==> src/core/sbg_pkg.sv <==
// Purpose : Shared constants and types for the secondary port baud generator
// Assumes : 32-bit Avalon-MM register window, byte addresses, one clock
// Notes   : All data registers are 8 bits wide in the low byte lane
package sbg_pkg;

    // Register byte offsets
    localparam logic [3:0] SBG_OFF_CTRL    = 4'h0;
    localparam logic [3:0] SBG_OFF_RELOAD  = 4'h4;
    localparam logic [3:0] SBG_OFF_COUNTER = 4'h8;
    localparam logic [3:0] SBG_OFF_STATUS  = 4'hC;

    // Status field positions
    localparam int SBG_ST_CLKOUT_POS = 0;
    localparam int SBG_ST_TMRFLG_POS = 1;
    localparam int SBG_ST_RUN_POS    = 2;

    // Reset values
    localparam logic [7:0] SBG_CTRL_RST    = 8'h00;
    localparam logic [7:0] SBG_RELOAD_RST  = 8'h00;
    localparam logic [7:0] SBG_COUNTER_RST = 8'h00;

    // Serial mode codes held in the control register
    localparam logic [2:0] SBG_MODE_SHIFT = 3'h0;
    localparam logic [2:0] SBG_MODE_UART8 = 3'h1;
    localparam logic [2:0] SBG_MODE_UART9 = 3'h2;
    localparam logic [2:0] SBG_MODE_BRG9  = 3'h3;
    localparam logic [2:0] SBG_MODE_SPI   = 3'h4;
    localparam logic [2:0] SBG_MODE_TIMER = 3'h5;

    // Division counts in system clocks or overflows
    localparam logic [7:0] SBG_PRE_SLOW    = 8'h0C;  // Counter step every 12 clocks
    localparam logic [7:0] SBG_PRE_FAST    = 8'h01;
    localparam logic [7:0] SBG_SHIFT_SLOW  = 8'h0C;
    localparam logic [7:0] SBG_SHIFT_FAST  = 8'h04;
    localparam logic [7:0] SBG_M2_DIV_FAST = 8'h40;  // 64
    localparam logic [7:0] SBG_M2_DIV_SLOW = 8'hC0;  // 192
    localparam logic [4:0] SBG_OVF_PER_BIT = 5'h1F;  // Last of 32 overflows
    localparam logic [4:0] SBG_OVF_PER_BIT_DBL = 5'h0F;  // Last of 16

    // Control register layout, bit 0 is the run bit
    typedef struct packed {
        logic [2:0] mode;
        logic       port0_select;
        logic       mode2_slow_select;
        logic       baud_double;
        logic       prescale_full_speed;
        logic       baud_counter_run;
    } sbg_ctrl_t;

    // Time base outputs travelling together
    typedef struct packed {
        logic baud_overflow_pulse;
        logic periph_toggle;
        logic port0_time_base;
        logic port1_clock_out;
        logic port1_bit_tick;
    } sbg_tick_t;

endpackage

==> src/core/sbg_top.sv <==
// Purpose : Secondary serial port baud generator with Avalon-MM registers
// Assumes : Single 100 MHz clock; serial engines consume the ticks outside
// Notes   : Every register access answers after one wait cycle
// Summary of operation
// - Eight-bit up counter and eight-bit reload register, both software accessible.
// - On overflow pulse once and reload the counter from the reload register.
// - Overflow pulse is the bit time base for modes 1 and 3.
// - With run clear, a reload write also writes the counter.
// - With run set, a reload write leaves the counter alone.
// - A counter write never changes the reload register.
// - Clock output toggles once per overflow, half the overflow rate.
// - Overflow always feeds the peripheral toggle output, engine busy or idle.
// - A software select routes the overflow to the first port.
// - Counter steps every 12 clocks, or every clock at full speed.
// - Modes 1 and 3 bit rate is overflow rate over 32, or 16 doubled.
// - Mode 2 bit rate is clock over 64 or 192, or over 32 or 96 when doubled.
// - Modes 0 and 4 shift rate is clock over 12, or 4 at full speed.
// - Mode 5 makes the block a plain auto-reload timer with overflow flag.
`timescale 1ns/1ps
module sbg_top (
    input  wire logic              I_SYS_CLK,          // System clock, 100 MHz
    input  wire logic              I_RST_N,            // Synchronous reset, active low
    input  wire logic [3:0]        I_AVS_ADDRESS,      // Byte address
    input  wire logic              I_AVS_READ,         // Read request
    input  wire logic              I_AVS_WRITE,        // Write request
    input  wire logic [31:0]       I_AVS_WRITEDATA,    // Write data
    input  wire logic [3:0]        I_AVS_BYTEENABLE,   // Byte lanes
    output logic [31:0]            O_AVS_READDATA,     // Read data, registered
    output logic                   O_AVS_WAITREQUEST,  // Stall until answer
    output sbg_pkg::sbg_tick_t     O_TICKS             // Time base outputs, registered
);
    import sbg_pkg::*;

    // Bus handshake state
    logic        ack_reg;
    logic        ack_next;
    logic [31:0] rdata_reg;
    logic [31:0] rdata_next;
    logic        wr_fire;
    logic        wr_lane0;

    // Register state
    sbg_ctrl_t   ctrl_reg;
    sbg_ctrl_t   ctrl_next;
    logic [7:0]  baud_reload_value_reg;
    logic [7:0]  baud_reload_value_next;
    logic [7:0]  baud_up_counter_reg;
    logic [7:0]  baud_up_counter_next;
    logic        tmr_flag_reg;
    logic        tmr_flag_next;

    // Time base state
    logic        pre_tick;
    logic        step;
    logic        ovf;
    logic        fix_tick;
    logic [7:0]  fix_div;
    logic        fix_en;
    logic [4:0]  ovf_sub_reg;
    logic [4:0]  ovf_sub_next;
    sbg_tick_t   ticks_reg;
    sbg_tick_t   ticks_next;

    // Modes in which the serial engine is clocked by overflows
    function automatic logic uses_brg(input logic [2:0] m);
        return (m == SBG_MODE_UART8) || (m == SBG_MODE_BRG9);
    endfunction

    // Modes in which a fixed division of the clock shifts bits
    function automatic logic uses_shift(input logic [2:0] m);
        return (m == SBG_MODE_SHIFT) || (m == SBG_MODE_SPI);
    endfunction

    // Request answered one cycle after it appears
    assign O_AVS_WAITREQUEST = (I_AVS_READ || I_AVS_WRITE) && !ack_reg;
    assign wr_fire           = I_AVS_WRITE && !O_AVS_WAITREQUEST;
    assign wr_lane0          = wr_fire && I_AVS_BYTEENABLE[0];
    assign O_AVS_READDATA    = rdata_reg;
    assign O_TICKS           = ticks_reg;

    // Handshake and read capture; read data stand at the accepting edge
    always_comb begin
        ack_next   = (I_AVS_READ || I_AVS_WRITE) && !ack_reg;
        rdata_next = rdata_reg;
        if (I_AVS_READ && !ack_reg) begin
            unique case (I_AVS_ADDRESS)
                SBG_OFF_CTRL:    rdata_next = {24'h000000, ctrl_reg};
                SBG_OFF_RELOAD:  rdata_next = {24'h000000, baud_reload_value_reg};
                SBG_OFF_COUNTER: rdata_next = {24'h000000, baud_up_counter_reg};
                SBG_OFF_STATUS: begin
                    rdata_next = 32'h00000000;
                    rdata_next[SBG_ST_CLKOUT_POS] = ticks_reg.port1_clock_out;
                    rdata_next[SBG_ST_TMRFLG_POS] = tmr_flag_reg;
                    rdata_next[SBG_ST_RUN_POS]    = ctrl_reg.baud_counter_run;
                end
                // Unmapped offsets read as zero
                default:         rdata_next = 32'h00000000;
            endcase
        end
    end

    always_ff @(posedge I_SYS_CLK) begin
        if (!I_RST_N) begin
            ack_reg   <= 1'b0;
            rdata_reg <= 32'h00000000;
        end else begin
            ack_reg   <= ack_next;
            rdata_reg <= rdata_next;
        end
    end

    // Counter prescaler, only runs while the run bit is set
    sbg_div u_pre (
        .i_clk     (I_SYS_CLK),
        .i_rst_n   (I_RST_N),
        .i_en      (ctrl_reg.baud_counter_run),
        .i_divisor (ctrl_reg.prescale_full_speed ? SBG_PRE_FAST : SBG_PRE_SLOW),
        .o_tick    (pre_tick)
    );

    assign step = pre_tick && ctrl_reg.baud_counter_run;
    assign ovf  = step && (baud_up_counter_reg == 8'hFF);

    // Fixed clock divider for shift and mode 2 timing
    always_comb begin
        fix_en  = 1'b1;
        fix_div = SBG_SHIFT_SLOW;
        if (uses_shift(ctrl_reg.mode)) begin
            fix_div = ctrl_reg.prescale_full_speed ? SBG_SHIFT_FAST : SBG_SHIFT_SLOW;
        end else if (ctrl_reg.mode == SBG_MODE_UART9) begin
            fix_div = ctrl_reg.mode2_slow_select ? SBG_M2_DIV_SLOW : SBG_M2_DIV_FAST;
            if (ctrl_reg.baud_double) begin
                fix_div = {1'b0, fix_div[7:1]};
            end
        end else begin
            // Idle when overflows time the engine, saves toggling
            fix_en = 1'b0;
        end
    end

    sbg_div u_fix (
        .i_clk     (I_SYS_CLK),
        .i_rst_n   (I_RST_N),
        .i_en      (fix_en),
        .i_divisor (fix_div),
        .o_tick    (fix_tick)
    );

    // Control, reload, counter and timer flag
    always_comb begin
        ctrl_next              = ctrl_reg;
        baud_reload_value_next = baud_reload_value_reg;
        baud_up_counter_next   = baud_up_counter_reg;
        tmr_flag_next          = tmr_flag_reg;
        if (ovf) begin
            baud_up_counter_next = baud_reload_value_reg;
        end else if (step) begin
            baud_up_counter_next = baud_up_counter_reg + 8'h01;
        end
        if (wr_lane0) begin
            unique case (I_AVS_ADDRESS)
                SBG_OFF_CTRL: ctrl_next = sbg_ctrl_t'(I_AVS_WRITEDATA[7:0]);
                SBG_OFF_RELOAD: begin
                    baud_reload_value_next = I_AVS_WRITEDATA[7:0];
                    if (!ctrl_reg.baud_counter_run) begin
                        baud_up_counter_next = I_AVS_WRITEDATA[7:0];
                    end
                end
                SBG_OFF_COUNTER: baud_up_counter_next = I_AVS_WRITEDATA[7:0];
                SBG_OFF_STATUS: begin
                    if (I_AVS_WRITEDATA[SBG_ST_TMRFLG_POS]) begin
                        tmr_flag_next = 1'b0;
                    end
                end
                default: ;
            endcase
        end
        // Set beats a clear arriving in the same cycle
        if (ovf && ctrl_reg.mode == SBG_MODE_TIMER) begin
            tmr_flag_next = 1'b1;
        end
    end

    always_ff @(posedge I_SYS_CLK) begin
        if (!I_RST_N) begin
            ctrl_reg              <= sbg_ctrl_t'(SBG_CTRL_RST);
            baud_reload_value_reg <= SBG_RELOAD_RST;
            baud_up_counter_reg   <= SBG_COUNTER_RST;
            tmr_flag_reg          <= 1'b0;
        end else begin
            ctrl_reg              <= ctrl_next;
            baud_reload_value_reg <= baud_reload_value_next;
            baud_up_counter_reg   <= baud_up_counter_next;
            tmr_flag_reg          <= tmr_flag_next;
        end
    end

    // Output time bases; all registered so consumers see clean pulses
    always_comb begin
        ovf_sub_next = ovf_sub_reg;
        ticks_next   = ticks_reg;
        ticks_next.baud_overflow_pulse = ovf;
        ticks_next.periph_toggle       = ovf;
        ticks_next.port0_time_base     = ovf && ctrl_reg.port0_select;
        ticks_next.port1_bit_tick      = 1'b0;
        if (ovf) begin
            ticks_next.port1_clock_out = !ticks_reg.port1_clock_out;
        end
        if (uses_brg(ctrl_reg.mode)) begin
            if (ovf) begin
                ovf_sub_next = ovf_sub_reg + 5'h01;
                if (ctrl_reg.baud_double) begin
                    ticks_next.port1_bit_tick =
                        (ovf_sub_reg[3:0] == SBG_OVF_PER_BIT_DBL[3:0]);
                end else begin
                    ticks_next.port1_bit_tick = (ovf_sub_reg == SBG_OVF_PER_BIT);
                end
            end
        end else begin
            // Timer mode has no serial engine to feed
            ovf_sub_next = 5'h00;
            ticks_next.port1_bit_tick = fix_tick && (ctrl_reg.mode != SBG_MODE_TIMER);
        end
    end

    always_ff @(posedge I_SYS_CLK) begin
        if (!I_RST_N) begin
            ovf_sub_reg <= 5'h00;
            ticks_reg   <= '0;
        end else begin
            ovf_sub_reg <= ovf_sub_next;
            ticks_reg   <= ticks_next;
        end
    end
endmodule

==> src/core/sbg_div.sv <==
// Purpose : Programmable enable divider producing a one-cycle tick
// Assumes : Divisor changes only between uses; divisor of 1 ticks every clock
// Notes   : Count restarts from zero whenever the enable drops
`timescale 1ns/1ps
module sbg_div (
    input  wire logic       i_clk,      // System clock
    input  wire logic       i_rst_n,    // Synchronous reset, active low
    input  wire logic       i_en,       // Divider running
    input  wire logic [7:0] i_divisor,  // Clocks per tick
    output logic            o_tick      // One-cycle tick
);
    logic [7:0] cnt_reg;
    logic [7:0] cnt_next;
    logic       last;

    // Last count of the period
    assign last   = (cnt_reg >= (i_divisor - 8'h01));
    assign o_tick = i_en && last;

    // Next count
    always_comb begin
        cnt_next = cnt_reg;
        if (!i_en || last) begin
            cnt_next = 8'h00;
        end else begin
            cnt_next = cnt_reg + 8'h01;
        end
    end

    // Count register
    always_ff @(posedge i_clk) begin
        if (!i_rst_n) begin
            cnt_reg <= 8'h00;
        end else begin
            cnt_reg <= cnt_next;
        end
    end
endmodule

==> config.mk <==
export PLATFORM = sky130hd
export DESIGN_NAME = sbg_top
export DESIGN_NICKNAME = d
export VERILOG_FILES = /design/src/core/sbg_pkg.sv /design/src/core/sbg_top.sv /design/src/core/sbg_div.sv
export SDC_FILE = /design/constraint.sdc
export NUM_CORES = 1
export LEC_CHECK = 0
export ABC_AREA = 1
export BUFFER_PORTS_ARGS = -buffer_cell sky130_fd_sc_hd__buf_2
export CAP_MARGIN = 20
export CORE_ASPECT_RATIO = 0.75
export CORE_MARGIN = 5
export CORE_UTILIZATION = 58
export DETAILED_ROUTE_END_ITERATION = 12
export PLACE_DENSITY = 0.86
export SLEW_MARGIN = 20
export SYNTH_ARGS = -nofsm -noshare
export SYNTH_HDL_FRONTEND = slang
export SYNTH_SLANG_ARGS = --single-unit
==> constraint.sdc <==
create_clock -name I_SYS_CLK -period 5.74 [get_ports I_SYS_CLK]
set_input_delay 0 -clock I_SYS_CLK [delete_from_list [all_inputs] [get_ports I_SYS_CLK]]
set_output_delay 0 -clock I_SYS_CLK [all_outputs]
set_load 0.02 [all_outputs]
**Yosys cells after proc, flatten, opt, wreduce, memory -nomap -nowiden**

Cells that the tools add are included.

- Flip-flop bits (word level): 83
- Input bits: 44

- $add $sub $neg: 6
- Magnitude comparators: 2
- Equality and inequality tests: 12
- Multiplexer cells: 21
- Bitwise gates (word level): 1
- Reduce and logical (&&, ||, !) cells: 32

Operators with widths:

| operator | count |
|---|---|
| $mux W8 | 8 |
| $pmux W8 S4 | 1 |
| $add A8 B1 Y8 const B | 3 |
| $ge A8 B8 Y1 | 2 |
| $pmux W8 S2 | 1 |
| $eq A4 B4 Y1 const B | 3 |
| $logic_and A1 B1 Y1 | 11 |
| $mux W1 | 9 |
| $eq A8 B8 Y1 const B | 1 |
| $mux W4 | 2 |
| $sub A8 B1 Y8 const B | 1 |
| $eq A3 B2 Y1 const B | 2 |
| $eq A3 B3 Y1 const B | 2 |
| $reduce_and A2 Y1 | 3 |
| $reduce_bool A2 Y1 | 3 |
| $add A5 B1 Y5 const B | 1 |
| $eq A5 B5 Y1 const B | 1 |
| $logic_not A1 Y1 | 5 |
| $logic_or A1 B1 Y1 | 5 |
| $sub A4 B1 Y5 const B | 1 |
| $eq A4 B3 Y1 const B | 1 |
| $logic_not A4 Y1 | 1 |
| $reduce_or A2 Y1 | 2 |
| $eq A3 B1 Y1 const B | 1 |
| 4 further kinds | 4 |

**Longest topological paths before layout**

Gate-level depths: netlist of the first run.

- Depth after elaboration: 10
- Gate-level depth with buffers: 16
- Gate-level depth less buffers: 16

**Cells and area by module**

A second synthesis of the first run with hierarchy kept.

- Cells, all modules: 528
- Area, all modules: 3663.5 µm²

By module, submodules not included:

| module | instances | cells an instance | area an instance (µm²) | seq. area each (µm²) |
|---|---|---|---|---|
| sbg_top | 1 | 338 | 2339.7 | 860.8 |
| sbg_div | 2 | 95 | 661.9 | 160.2 |

**Worst setup path before layout of the first run**

OpenSTA, ideal clock, no wires.

- Path type: register to register
- Start point: register ctrl_reg[7] (netlist name)
- End point: register u_fix.cnt_reg[3]
- Data arrival time: 2.179 ns
- Data required time: 5.658 ns
- Path slack: 3.479 ns
- Cell stages (with the launch flop): 13
- Buffers on the path: 0
- Cells stage by stage: dfxtp_1 > nor3_4 > inv_1 > nand2_1 > o21ai_0 > inv_1 > ha_1 > ha_1 > ha_1 > a21oi_1 > o21a_1 > nand4_1 > nor3b_1

- Word-level cells in the longest chain between the ends: 7
- Elaborated cells between the ends (all ways): 13

Ends and longest elaborated chain:

| item | line | RTL |
|---|---|---|
| from (decl) | sbg_top.sv:43 | `sbg_ctrl_t ctrl_reg;` |
| from (signal assigned) | sbg_top.sv:186 | `ctrl_reg <= sbg_ctrl_t'(SBG_CTRL_RST);` |
| from (signal assigned) | sbg_top.sv:191 | `ctrl_reg <= ctrl_next;` |
| $eq A3 B2 Y1 (tied with other cells) | sbg_top.sv:130 | `end else if (ctrl_reg.mode == SBG_MODE_UART9) begin` |
| $mux W8 or $logic_or A1 B1 Y1 (tied branches) | sbg_top.sv:130, sbg_top.sv:71 |  |
| $mux W8 | sbg_top.sv:128 | `if (uses_shift(ctrl_reg.mode)) begin` |
| $sub A8 B1 Y8 | sbg_div.sv:17 | `assign last = (cnt_reg >= (i_divisor - 8'h01));` |
| $ge A8 B8 Y1 | sbg_div.sv:17 |  |
| $logic_or A1 B1 Y1 * | sbg_div.sv:23 | `if (!i_en \|\| last) begin` |
| $reduce_or A2 Y1 (no source line) * | -- |  |
| to (signal assigned) | sbg_div.sv:35 | `cnt_reg <= cnt_next;` |
| to (decl) | sbg_div.sv:12 | `logic [7:0] cnt_reg;` |

Mark *: on every way between the ends. The rest lies on a longest branch, timed or not.
A chain may end at the register's enable or synchronous reset.

**Final worst setup path of the first run**

Ends and elaborated chain as after synthesis.

==> results of run 1 <==
cells in the mapped netlist (2+ instances only):
cell and instances:
nand2_1 94, dfxtp_1 59, inv_1 59, a21oi_1 44, o21ai_0 30, nor2_1 27
nand3_1 26, buf_4 25, ha_1 16, nand4_1 8, xor2_1 8, nand2_2 6
o22ai_1 6, nand3_2 5, nor2_4 5, buf_2 4, nor3_1 4, a21oi_2 3
clkbuf_1 3, nor3b_1 3, o21ai_1 3, o221ai_1 3, inv_2 2, nor2_2 2
nor3b_2 2, o211ai_2 2
tightest hold or removal path: cells and delay by family:
kind,cells,cell delay (ns)
compound gates,2,0.16
buf+inv,1,0.22
power breakdown:
part           switching (mW)  internal (mW)  total (mW)
logic                  0.0439         0.0172      0.0611
registers             0.00354          0.414       0.418
clock network           0.172          0.213       0.385
total                   0.220          0.644       0.864
worst paths after layout:
| kind | endpoint | slack (ns) | cells past startpoint |
|---|---|---|---|
| worst max-delay path | u_fix.cnt_reg[3]$_SDFF_PP0_ | 3.10 | 12 |
| worst max register to register | u_fix.cnt_reg[3]$_SDFF_PP0_ | 3.10 | 12 |
| worst min-delay path | baud_reload_value_reg[0]$_SDFFE_PN0P_ | 0.07 | 3 |
| worst min register to register | u_fix.cnt_reg[0]$_SDFF_PP0_ | 0.45 | 1 |
cell type report:
type / count / area share [%]
Clock buffer: 12 / 3.82
Clock inverter: 4 / 1.29
Inverter: 62 / 6.26
Multi-Input combinational cell: 335 / 48.4
Sequential cell: 59 / 31.1
Tap cell: 78 / 2.57
Timing Repair Buffer: 40 / 6.59
cell families after synthesis:
family / count (synthesis) / synth area share, %
other: 1 / 0.111
xor gates and xnor gates: 9 / 2.32
buffers and inverters: 96 / 13.9
AOI/OAI and AO/OA: 96 / 15.9
and+or+nand+nor: 187 / 27.0
adders and majority gates: 16 / 5.90
DFF: 59 / 34.8
per-layer routing:
metal,GRT usage (%),up-vias
li1,-,1560
met1,28.8,1437
met2,34.5,164
met3,7.32,22
met4,9.69,0
met5,0,-
per-stage QoR:
stage / worst slack, ns / cell area, um^2 / util, % / hold slack [ns] / power [mW]
floorplan: 3.48 / 3490 / - / 0.147 / 0.477
CTS: 3.09 / 3800 / 66.2 / 0.0579 / 0.864
finish: 3.10 / 3800 / 66.2 / 0.0717 / 0.864
global route: 2.76 / 3800 / 66.2 / 0.0920 / 0.892
detailed placement: 3.11 / 3500 / 61.1 / 0.300 / 0.480
global placement: 3.19 / 3500 / 61.1 / 0.298 / 0.479
==> impl_metrics.csv, run 1 <==
group,metric,value,unit
pwr,power_per_cell_area,227,nW/um^2
finish,areaGrowthSynthToFinish,12.0,%
status,status,"completed",
finish,fillCellCount,465,
yosys,ys_warn_count,0,
critical_path,end_kind,"flop",
global_routing,gr-total-overflow,0,
critical_path,worstSetupStartpoint,"ctrl_reg[7]$_SDFFE_PN0P_",
cts,root_buffer,"clkbuf_8",
route,wl,8270,um
yosys,synth_ff_type,"dfxtp_1",
finish,final_layout_size_suffix_gt1_share,14.6,%
sta,layout_min_cycle_time,2.64,ns
route,drc_errors,0,
sta,fin_setup_tns,0,ns
critical_path,start_kind,"flop",
critical_path,critPathKind,"flop to flop",
floorplan,fp.dieArea,7490,um^2
route,first_pass_iters,5,
job,cap_violations,0,
worst_hold_path,holdCritPathClass,"input port to flop",
finish,nNetsFinal,567,
finish,final_common_cell,"nand2_1",
cts,cts_tree,"built",
finish,final_cell_mix,"nand2_1, dfxtp_1, inv_1, a21oi_1",
cts,insertion_delay,0.36,ns
pwr,total_leakage_power,1.62,nW
yosys,netlist_instances,464,
sta,drv_slew,0,
floorplan,rows,24,
global_routing,grt_max_degree,22,
global_routing,grt_pass1_wl,13600,um
critical_path,r2r-start,"ctrl_reg[7]$_SDFFE_PN0P_",
critical_path,worst_path_most_repeated_cell,"ha_1",
yosys,ys_ff_latch,59,
floorplan,die_w,98.3,um
critical_path,path_delay_family,"simple AND/OR/NAND/NOR gates",
sta,fmax,379,MHz
global_routing,grt_use_total,22.5,%
global_routing,grt_pass1_vias,2937,
critical_path,worst_path_max_delay_cell,"dfxtp_1",
sta,slew_headroom,43.0,%
sta,finClkSkew,0.00564,ns
finish,regArea,1180,um^2
route,drtAntennaViolNets,0,
route,wl_met1,3530,um
yosys,syn-cell-area,3390,um^2
critical_path,critical_path_buf_inv_count,2,
yosys,synth_top_area_cell,"dfxtp_1",
cts,cts_buffers,9,
sta,fin_crit_sh,46.0,%
sta,final_hold_viol_count,0,
yosys,synth-seq-area-share,34.8,%
finish,multi_input_area,1840,um^2
cts,cts_setup_buffers,0,
route,dr_wl_met2,3630,um
global_routing,antenna_found_initial,0,
placed_design,hpwl,5940,um
placed_design,place_inst,564,
critical_path,worstPathMaxFanout,8,
cts,cts_max_path_buffers,2,
cts,cts_sinks,59,
sta,setup_viol,0,
critical_path,required,6.02,ns
placed_design,io_buffers,30,
yosys,ys_types,41,
critical_path,worstPathArrival,2.92,ns
floorplan,die_h,76.2,um
sta,rsz0062_at_grt,"false",
critical_path,worstPathCellList,"nor3_4 -> inv_1 -> nand2_1 -> o21ai_0 -> inv_1 -> ha_1 -> ha_1 -> ha_1 -> a21oi_1 -> o21a_1 -> nand4_1 -> nor3b_1",
route,dr.first_iter.drc_count,283,
finish,num_antenna_cells,0,
floorplan,core_region_area,5740,um^2
pwr,peakVddDrop,0.0986,mV
route,wl_met3,917,um
route,post_drt_wl_per_cell,14.0,um
cts,cts_hold_buf,10,
yosys,async_reset_ff_share,0,%
floorplan,pin_count,82,
yosys,synth_top_area_share,34.8,%
cts,cts-htree-levels,3,
cts,path_clk_slew,0.07,ns
yosys,synthTopCellsByArea,"dfxtp_1, nand2_1, inv_1",
floorplan,start_util,59.1,%
critical_path,cpPeakStageDelay,0.38,ns
route,via_per_inst,5.39,
route,routed.top_layer,"met4",
yosys,synth_area_per_cell,7.31,um^2
placed_design,gp_congestion,0.926,
route,vias,3183,
finish,fin_cells,590,
worst_hold_path,min-delay-start,"I_RST_N",
sta,worst_pin_slew,0.854,ns
cts,cts.repair.resized,0,
yosys,synth_enable_flop_cells,0,
(Power assumes the default switching activity.)
==> run 2: changes to the inputs <==
- CORE_UTILIZATION: 58 -> 54
- PLACE_DENSITY: 0.86 -> 0.8
- clock period: 5.74 -> 2.55 ns (I/O delays scaled with it)
==> impl_metrics.csv, run 2 (synthesis results as in run 1) <==
group,metric,value,unit
finish,utilization,62.4,%
placed_design,io_buffers,30,
finish,final_layout_size_suffix_gt1_share,17.2,%
finish,nNetsFinal,573,
status,status,"completed",
pwr,finalPower,1.86,mW
cts,cts-htree-levels,3,
cts,cts_tree,"built",
global_routing,gr-total-overflow,0,
route,first_pass_iters,7,
critical_path,worstPathArrival,2.74,ns
global_routing,grt_use_total,22.1,%
sta,fin_crit_sh,96.7,%
worst_hold_path,hold-path-cell-count,3,
floorplan,rows,25,
critical_path,worst_path_most_repeated_cell,"ha_1",
cts,path_clk_slew,0.06,ns
cts,cts_sinks,59,
route,vias,3192,
worst_hold_path,holdCritPathClass,"input port to flop",
cts,insertion_delay,0.34,ns
floorplan,pin_count,82,
pwr,seq_power_share,50.4,%
critical_path,start_kind,"flop",
critical_path,worst_path_max_delay_cell,"dfxtp_1",
route,dr.first_iter.drc_count,345,
finish,fillCellCount,568,
pwr,power.switching,0.465,mW
placed_design,hpwl,6150,um
critical_path,r2r-start,"ctrl_reg[6]$_SDFFE_PN0P_",
critical_path,worstPathMaxFanout,6,
pwr,p_clk_share,41.9,%
global_routing,grt_pass1_vias,2995,
pwr,switching_share,25.0,%
route,wl,8470,um
route,drc_errors,0,
sta,finClkSkew,0.00702,ns
route,drtAntennaViolNets,0,
finish,final_cell_mix,"nand2_1, dfxtp_1, inv_1, a21oi_1, buf_2",
worst_hold_path,min-delay-start,"I_RST_N",
global_routing,antenna_found_initial,0,
pwr,pwr-share-comb,7.7,%
critical_path,end_kind,"flop",
critical_path,worstPathCellList,"inv_2 -> nor3_4 -> inv_1 -> nand2_2 -> o21ai_2 -> inv_1 -> ha_1 -> ha_1 -> xor2_1 -> ha_1 -> nand2_1 -> o21a_1 -> nand4_1 -> buf_6 -> nor3b_2",
floorplan,core_region_area,6190,um^2
job,cap_violations,0,
global_routing,grt_max_degree,22,
critical_path,critPathKind,"flop to flop",
route,post_drt_wl_per_cell,14.2,um
critical_path,worstSetupStartpoint,"ctrl_reg[6]$_SDFFE_PN0P_",
sta,slew_headroom,43.2,%
sta,layout_min_cycle_time,2.47,ns
cts,root_buffer,"clkbuf_8",
floorplan,fp.dieArea,7980,um^2
worst_hold_path,min_to,"baud_reload_value_reg[0]$_SDFFE_PN0P_",
finish,final_common_cell,"nand2_1",
route,via_per_inst,5.34,
finish,num_antenna_cells,0,
pwr,power_per_cell_area,481,nW/um^2
placed_design,gp_congestion,0.915,
critical_path,reg2reg_depth,15,
critical_path,required,2.82,ns
finish,areaGrowthSynthToFinish,14.1,%
pwr,total_leakage_power,1.65,nW
pwr,peakVddDrop,0.447,mV
floorplan,die_w,102,um
cts,cts_max_path_buffers,2,
critical_path,cpPeakStageDelay,0.31,ns
pwr,p_int,1.40,mW
floorplan,die_h,78.6,um
critical_path,timing.rr.end,"u_fix.cnt_reg[3]$_SDFF_PP0_",
cts,cts_buffers,9,
critical_path,ff2ff_setup_slack,0.08,ns
sta,final_hold_viol_count,0,
floorplan,start_util,54.7,%
sta,worst_pin_slew,0.851,ns
sta,fmax,405,MHz
sta,setup_viol,0,
global_routing,grt_pass1_wl,13900,um
sta,drv_slew,0,
-- run 2: per-layer routing --
layer	vias up	wire length, um	GRT usage (%)
met4	0	149	6.37
li1	1568	-	-
met1	1445	3740	28.4
met3	21	816	6.31
met2	158	3760	35.8
met5	-	0	0
-- run 2: cell type report --
type                       instances  area (um^2)  share of cell area, %
timing repair buffer              46          299                   7.73
clock inverter                     2         10.0                  0.259
inverter                          62          238                   6.15
sequential                        59         1180                   30.6
multi-input combinational        335         1870                   48.2
clock buffer                      13          169                   4.37
tap                               81          101                   2.62
-- run 2: worst max path at each step --
| stage | end | slack, ns |
|---|---|---|
| CTS | u_fix.cnt_reg[3]$_SDFF_PP0_ | 0.06 |
| detailed placement | u_fix.cnt_reg[3]$_SDFF_PP0_ | 0.0004 |
| global placement | u_fix.cnt_reg[3]$_SDFF_PP0_ | 0.14 |
| floorplan | u_fix.cnt_reg[3]$_SDFF_PP0_ | 0.29 |
| global route | u_fix.cnt_reg[3]$_SDFF_PP0_ | -0.04 |
| finish | u_fix.cnt_reg[3]$_SDFF_PP0_ | 0.08 |
-- run 2: critical path: cells and delay by family, from the launching register on --
kind	cells	cell delay, ns
AOI/OAI and AO/OA	2	0.24
xor gates and xnor gates	1	0.16
adders and majority gates	3	0.67
buffers and inverters	4	0.46
DFF	1	0.31
and+or+nand+nor	5	0.56
-- run 2: repair_timing --
item | CTS | global route
hold endpoints to repair | 16 | 0
setup buffers | 2 | 0
hold buffers | 10 | 0
setup endpoints to repair | 4 | 8
gates resized for setup | 0 | 11
pin swaps | 1 | 2
-- run 2: power groups by stage --
stage          combinational, mW  sequential, mW  clock, mW
6_report                   0.143           0.939      0.780
3_3_place_gp               0.120           0.960          0
4_1_cts                    0.138           0.940      0.788
5_1_grt                    0.158           0.940      0.829
2_1_floorplan              0.116           0.959          0
3_5_place_dp               0.122           0.960          0
-- run 2: per-stage QoR --
stage / TNS [ns] / instance area (um^2) / setup WS [ns] / instances / hold WS (ns)
floorplan: 0 / 3490 / 0.289 / 490 / 0.147
global placement: 0 / 3540 / 0.142 / 571 / 0.303
detailed placement: 0 / 3540 / 0.000437 / 571 / 0.310
CTS: 0 / 3830 / 0.0568 / 598 / 0.0568
global route: -0.0600 / 3870 / -0.0406 / 598 / 0.0753
finish: 0 / 3870 / 0.0838 / 598 / 0.0838
==> run 3: changes to the inputs <==
- PLACE_DENSITY: 0.8 -> 0.85
==> impl_metrics.csv, run 3 (synthesis results as in run 1) <==
group,metric,value,unit
route,vias,3242,
sta,final_hold_viol_count,0,
route,wl_met1,3640,um
cts,cts_sinks,59,
critical_path,start_kind,"flop",
critical_path,reg2reg_depth,13,
pwr,power_per_cell_area,505,nW/um^2
floorplan,rows,25,
pwr,total_leakage_power,1.65,nW
placed_design,io_buffers,30,
finish,areaGrowthSynthToFinish,14.5,%
cts,path_clk_slew,0.08,ns
route,drc_errors,0,
status,status,"completed",
cts,insertion_delay,0.36,ns
sta,worst_pin_slew,0.864,ns
sta,slew_headroom,42.3,%
critical_path,cp-endpoint,"u_fix.cnt_reg[3]$_SDFF_PP0_",
job,cap_violations,0,
route,dr.first_iter.drc_count,398,
sta,hold_slack,0.0569,ns
cts,cts_max_path_buffers,2,
sta,drv_slew,0,
global_routing,grt_max_degree,22,
global_routing,antenna_found_initial,0,
sta,fin_crit_sh,95.5,%
floorplan,die_w,102,um
route,wl,8380,um
floorplan,pin_count,82,
finish,final_cell_mix,"nand2_1, dfxtp_1, inv_1, a21oi_1",
floorplan,fp.dieArea,7980,um^2
finish,final_common_cell,"nand2_1",
route,routed.top_layer,"met4",
finish,stdcell_area,3880,um^2
floorplan,die_h,78.6,um
critical_path,worstPathArrival,2.71,ns
global_routing,grt_use_total,21.5,%
critical_path,timing.rr.end,"u_fix.cnt_reg[3]$_SDFF_PP0_",
cts,cts_tree,"built",
placed_design,hpwl,6150,um
critical_path,worstPathCellList,"inv_1 -> nand2_1 -> o21ai_0 -> inv_1 -> ha_2 -> ha_2 -> xor2_1 -> ha_1 -> nand2_2 -> o21a_1 -> nand4_1 -> buf_6 -> nor3b_1",
cts,cts-htree-levels,3,
floorplan,core_region_area,6190,um^2
critical_path,cpPeakStageDelay,0.35,ns
critical_path,r2r-start,"ctrl_reg[5]$_SDFFE_PN0P_",
sta,fin_setup_tns,0,ns
worst_hold_path,holdCritPathClass,"input port to flop",
cts,root_buffer,"clkbuf_8",
sta,setup_viol,0,
global_routing,grt_pass1_wl,13700,um
pwr,peakVddDrop,0.357,mV
critical_path,worstPathMaxFanout,8,
pwr,finalPower,1.96,mW
critical_path,worstSetupStartpoint,"ctrl_reg[5]$_SDFFE_PN0P_",
route,wl_met3,869,um
floorplan,start_util,54.7,%
sta,layout_min_cycle_time,2.44,ns
route,dr_wl_met2,3690,um
sta,finClkSkew,0.0160,ns
critical_path,ff2ff_setup_slack,0.11,ns
finish,fin_cells,598,
critical_path,worst_path_max_delay_cell,"dfxtp_2",
finish,nNetsFinal,572,
critical_path,required,2.82,ns
global_routing,grt_pass1_vias,2932,
placed_design,placed_cell_area,3540,um^2
critical_path,critPathKind,"flop to flop",
global_routing,gr-total-overflow,0,
route,drtAntennaViolNets,0,
route,first_pass_iters,6,
route,post_drt_wl_per_cell,14.0,um
sta,fmax,411,MHz
placed_design,gp_congestion,0.905,
finish,final_layout_size_suffix_gt1_share,18.0,%
cts,cts_buffers,9,
finish,num_antenna_cells,0,
route,via_per_inst,5.42,
critical_path,end_kind,"flop",
placed_design,place_inst,571,
run 3: changes by cell type in the layout (fill, tap and decap cells not counted), moves of 2 or more:
cell,change
clkbuf_8,-2
ha_2,+2
dfxtp_2,+2
ha_1,-2
clkinv_4,+2
run 3: where the power goes:
| group | internal (mW) | switching, mW |
|---|---|---|
| registers | 0.932 | 0.00729 |
| clock network | 0.477 | 0.403 |
| logic | 0.0411 | 0.101 |
| total | 1.45 | 0.511 |
run 3: worst min path at each step:
stage / to / startpoint / cells after the start / slack [ns]
final: ctrl_reg[0]$_SDFFE_PN0P_ / I_RST_N / 3 / 0.06
after global placement: ctrl_reg[4]$_SDFFE_PN0P_ / I_AVS_WRITEDATA[4] / 3 / 0.30
after global routing: baud_reload_value_reg[0]$_SDFFE_PN0P_ / I_RST_N / 3 / 0.08
after floorplan: baud_up_counter_reg[1]$_SDFF_PN0_ / I_AVS_WRITEDATA[1] / 2 / 0.15
after detailed placement: ctrl_reg[2]$_SDFFE_PN0P_ / I_AVS_WRITEDATA[2] / 3 / 0.31
after CTS: O_TICKS[1]$_SDFFE_PN0P_ / I_RST_N / 3 / 0.07
run 3: worst max-delay path: cells and delay by family (launching register included):
kind | cells | cell delay (ns)
adder cells (fa/ha/maj) | 3 | 0.67
flip-flops | 1 | 0.35
AND/OR/NAND/NOR | 4 | 0.45
buffers and inverters | 3 | 0.36
XOR/XNOR | 1 | 0.16
AO/OA/AOI/OAI | 2 | 0.36
run 3: metrics by stage:
step | utilization, % | setup WS, ns
after floorplan | - | 0.289
after global placement | 57.1 | 0.128
after detailed placement | 57.1 | -0.0426
after CTS | 62.1 | 0.0592
after global routing | 62.7 | -0.00119
final | 62.7 | 0.114
run 3: what timing repair did:
item                                    CTS  global route
hold endpoints to repair                 15             0
pin swaps                                 1             3
hold buffers                             10             0
endpoints found under the setup margin    4             8
gates resized for setup                   0            12
setup buffers                             1             0
run 3: layout make-up:
type	count	area, um^2
inverters	62	238
fillers	544	2310
clock inverters	6	65.1
repair buffers	45	292
clock buffers	10	138
well taps	81	101
multi-input cells	335	1870
flip-flops and latches	59	1180
run 3: metal layers:
layer,up-vias,global-route usage [%]
met3,30,5.60
met2,163,33.4
met4,0,5.98
met5,-,0
li1,1569,-
met1,1480,29.4
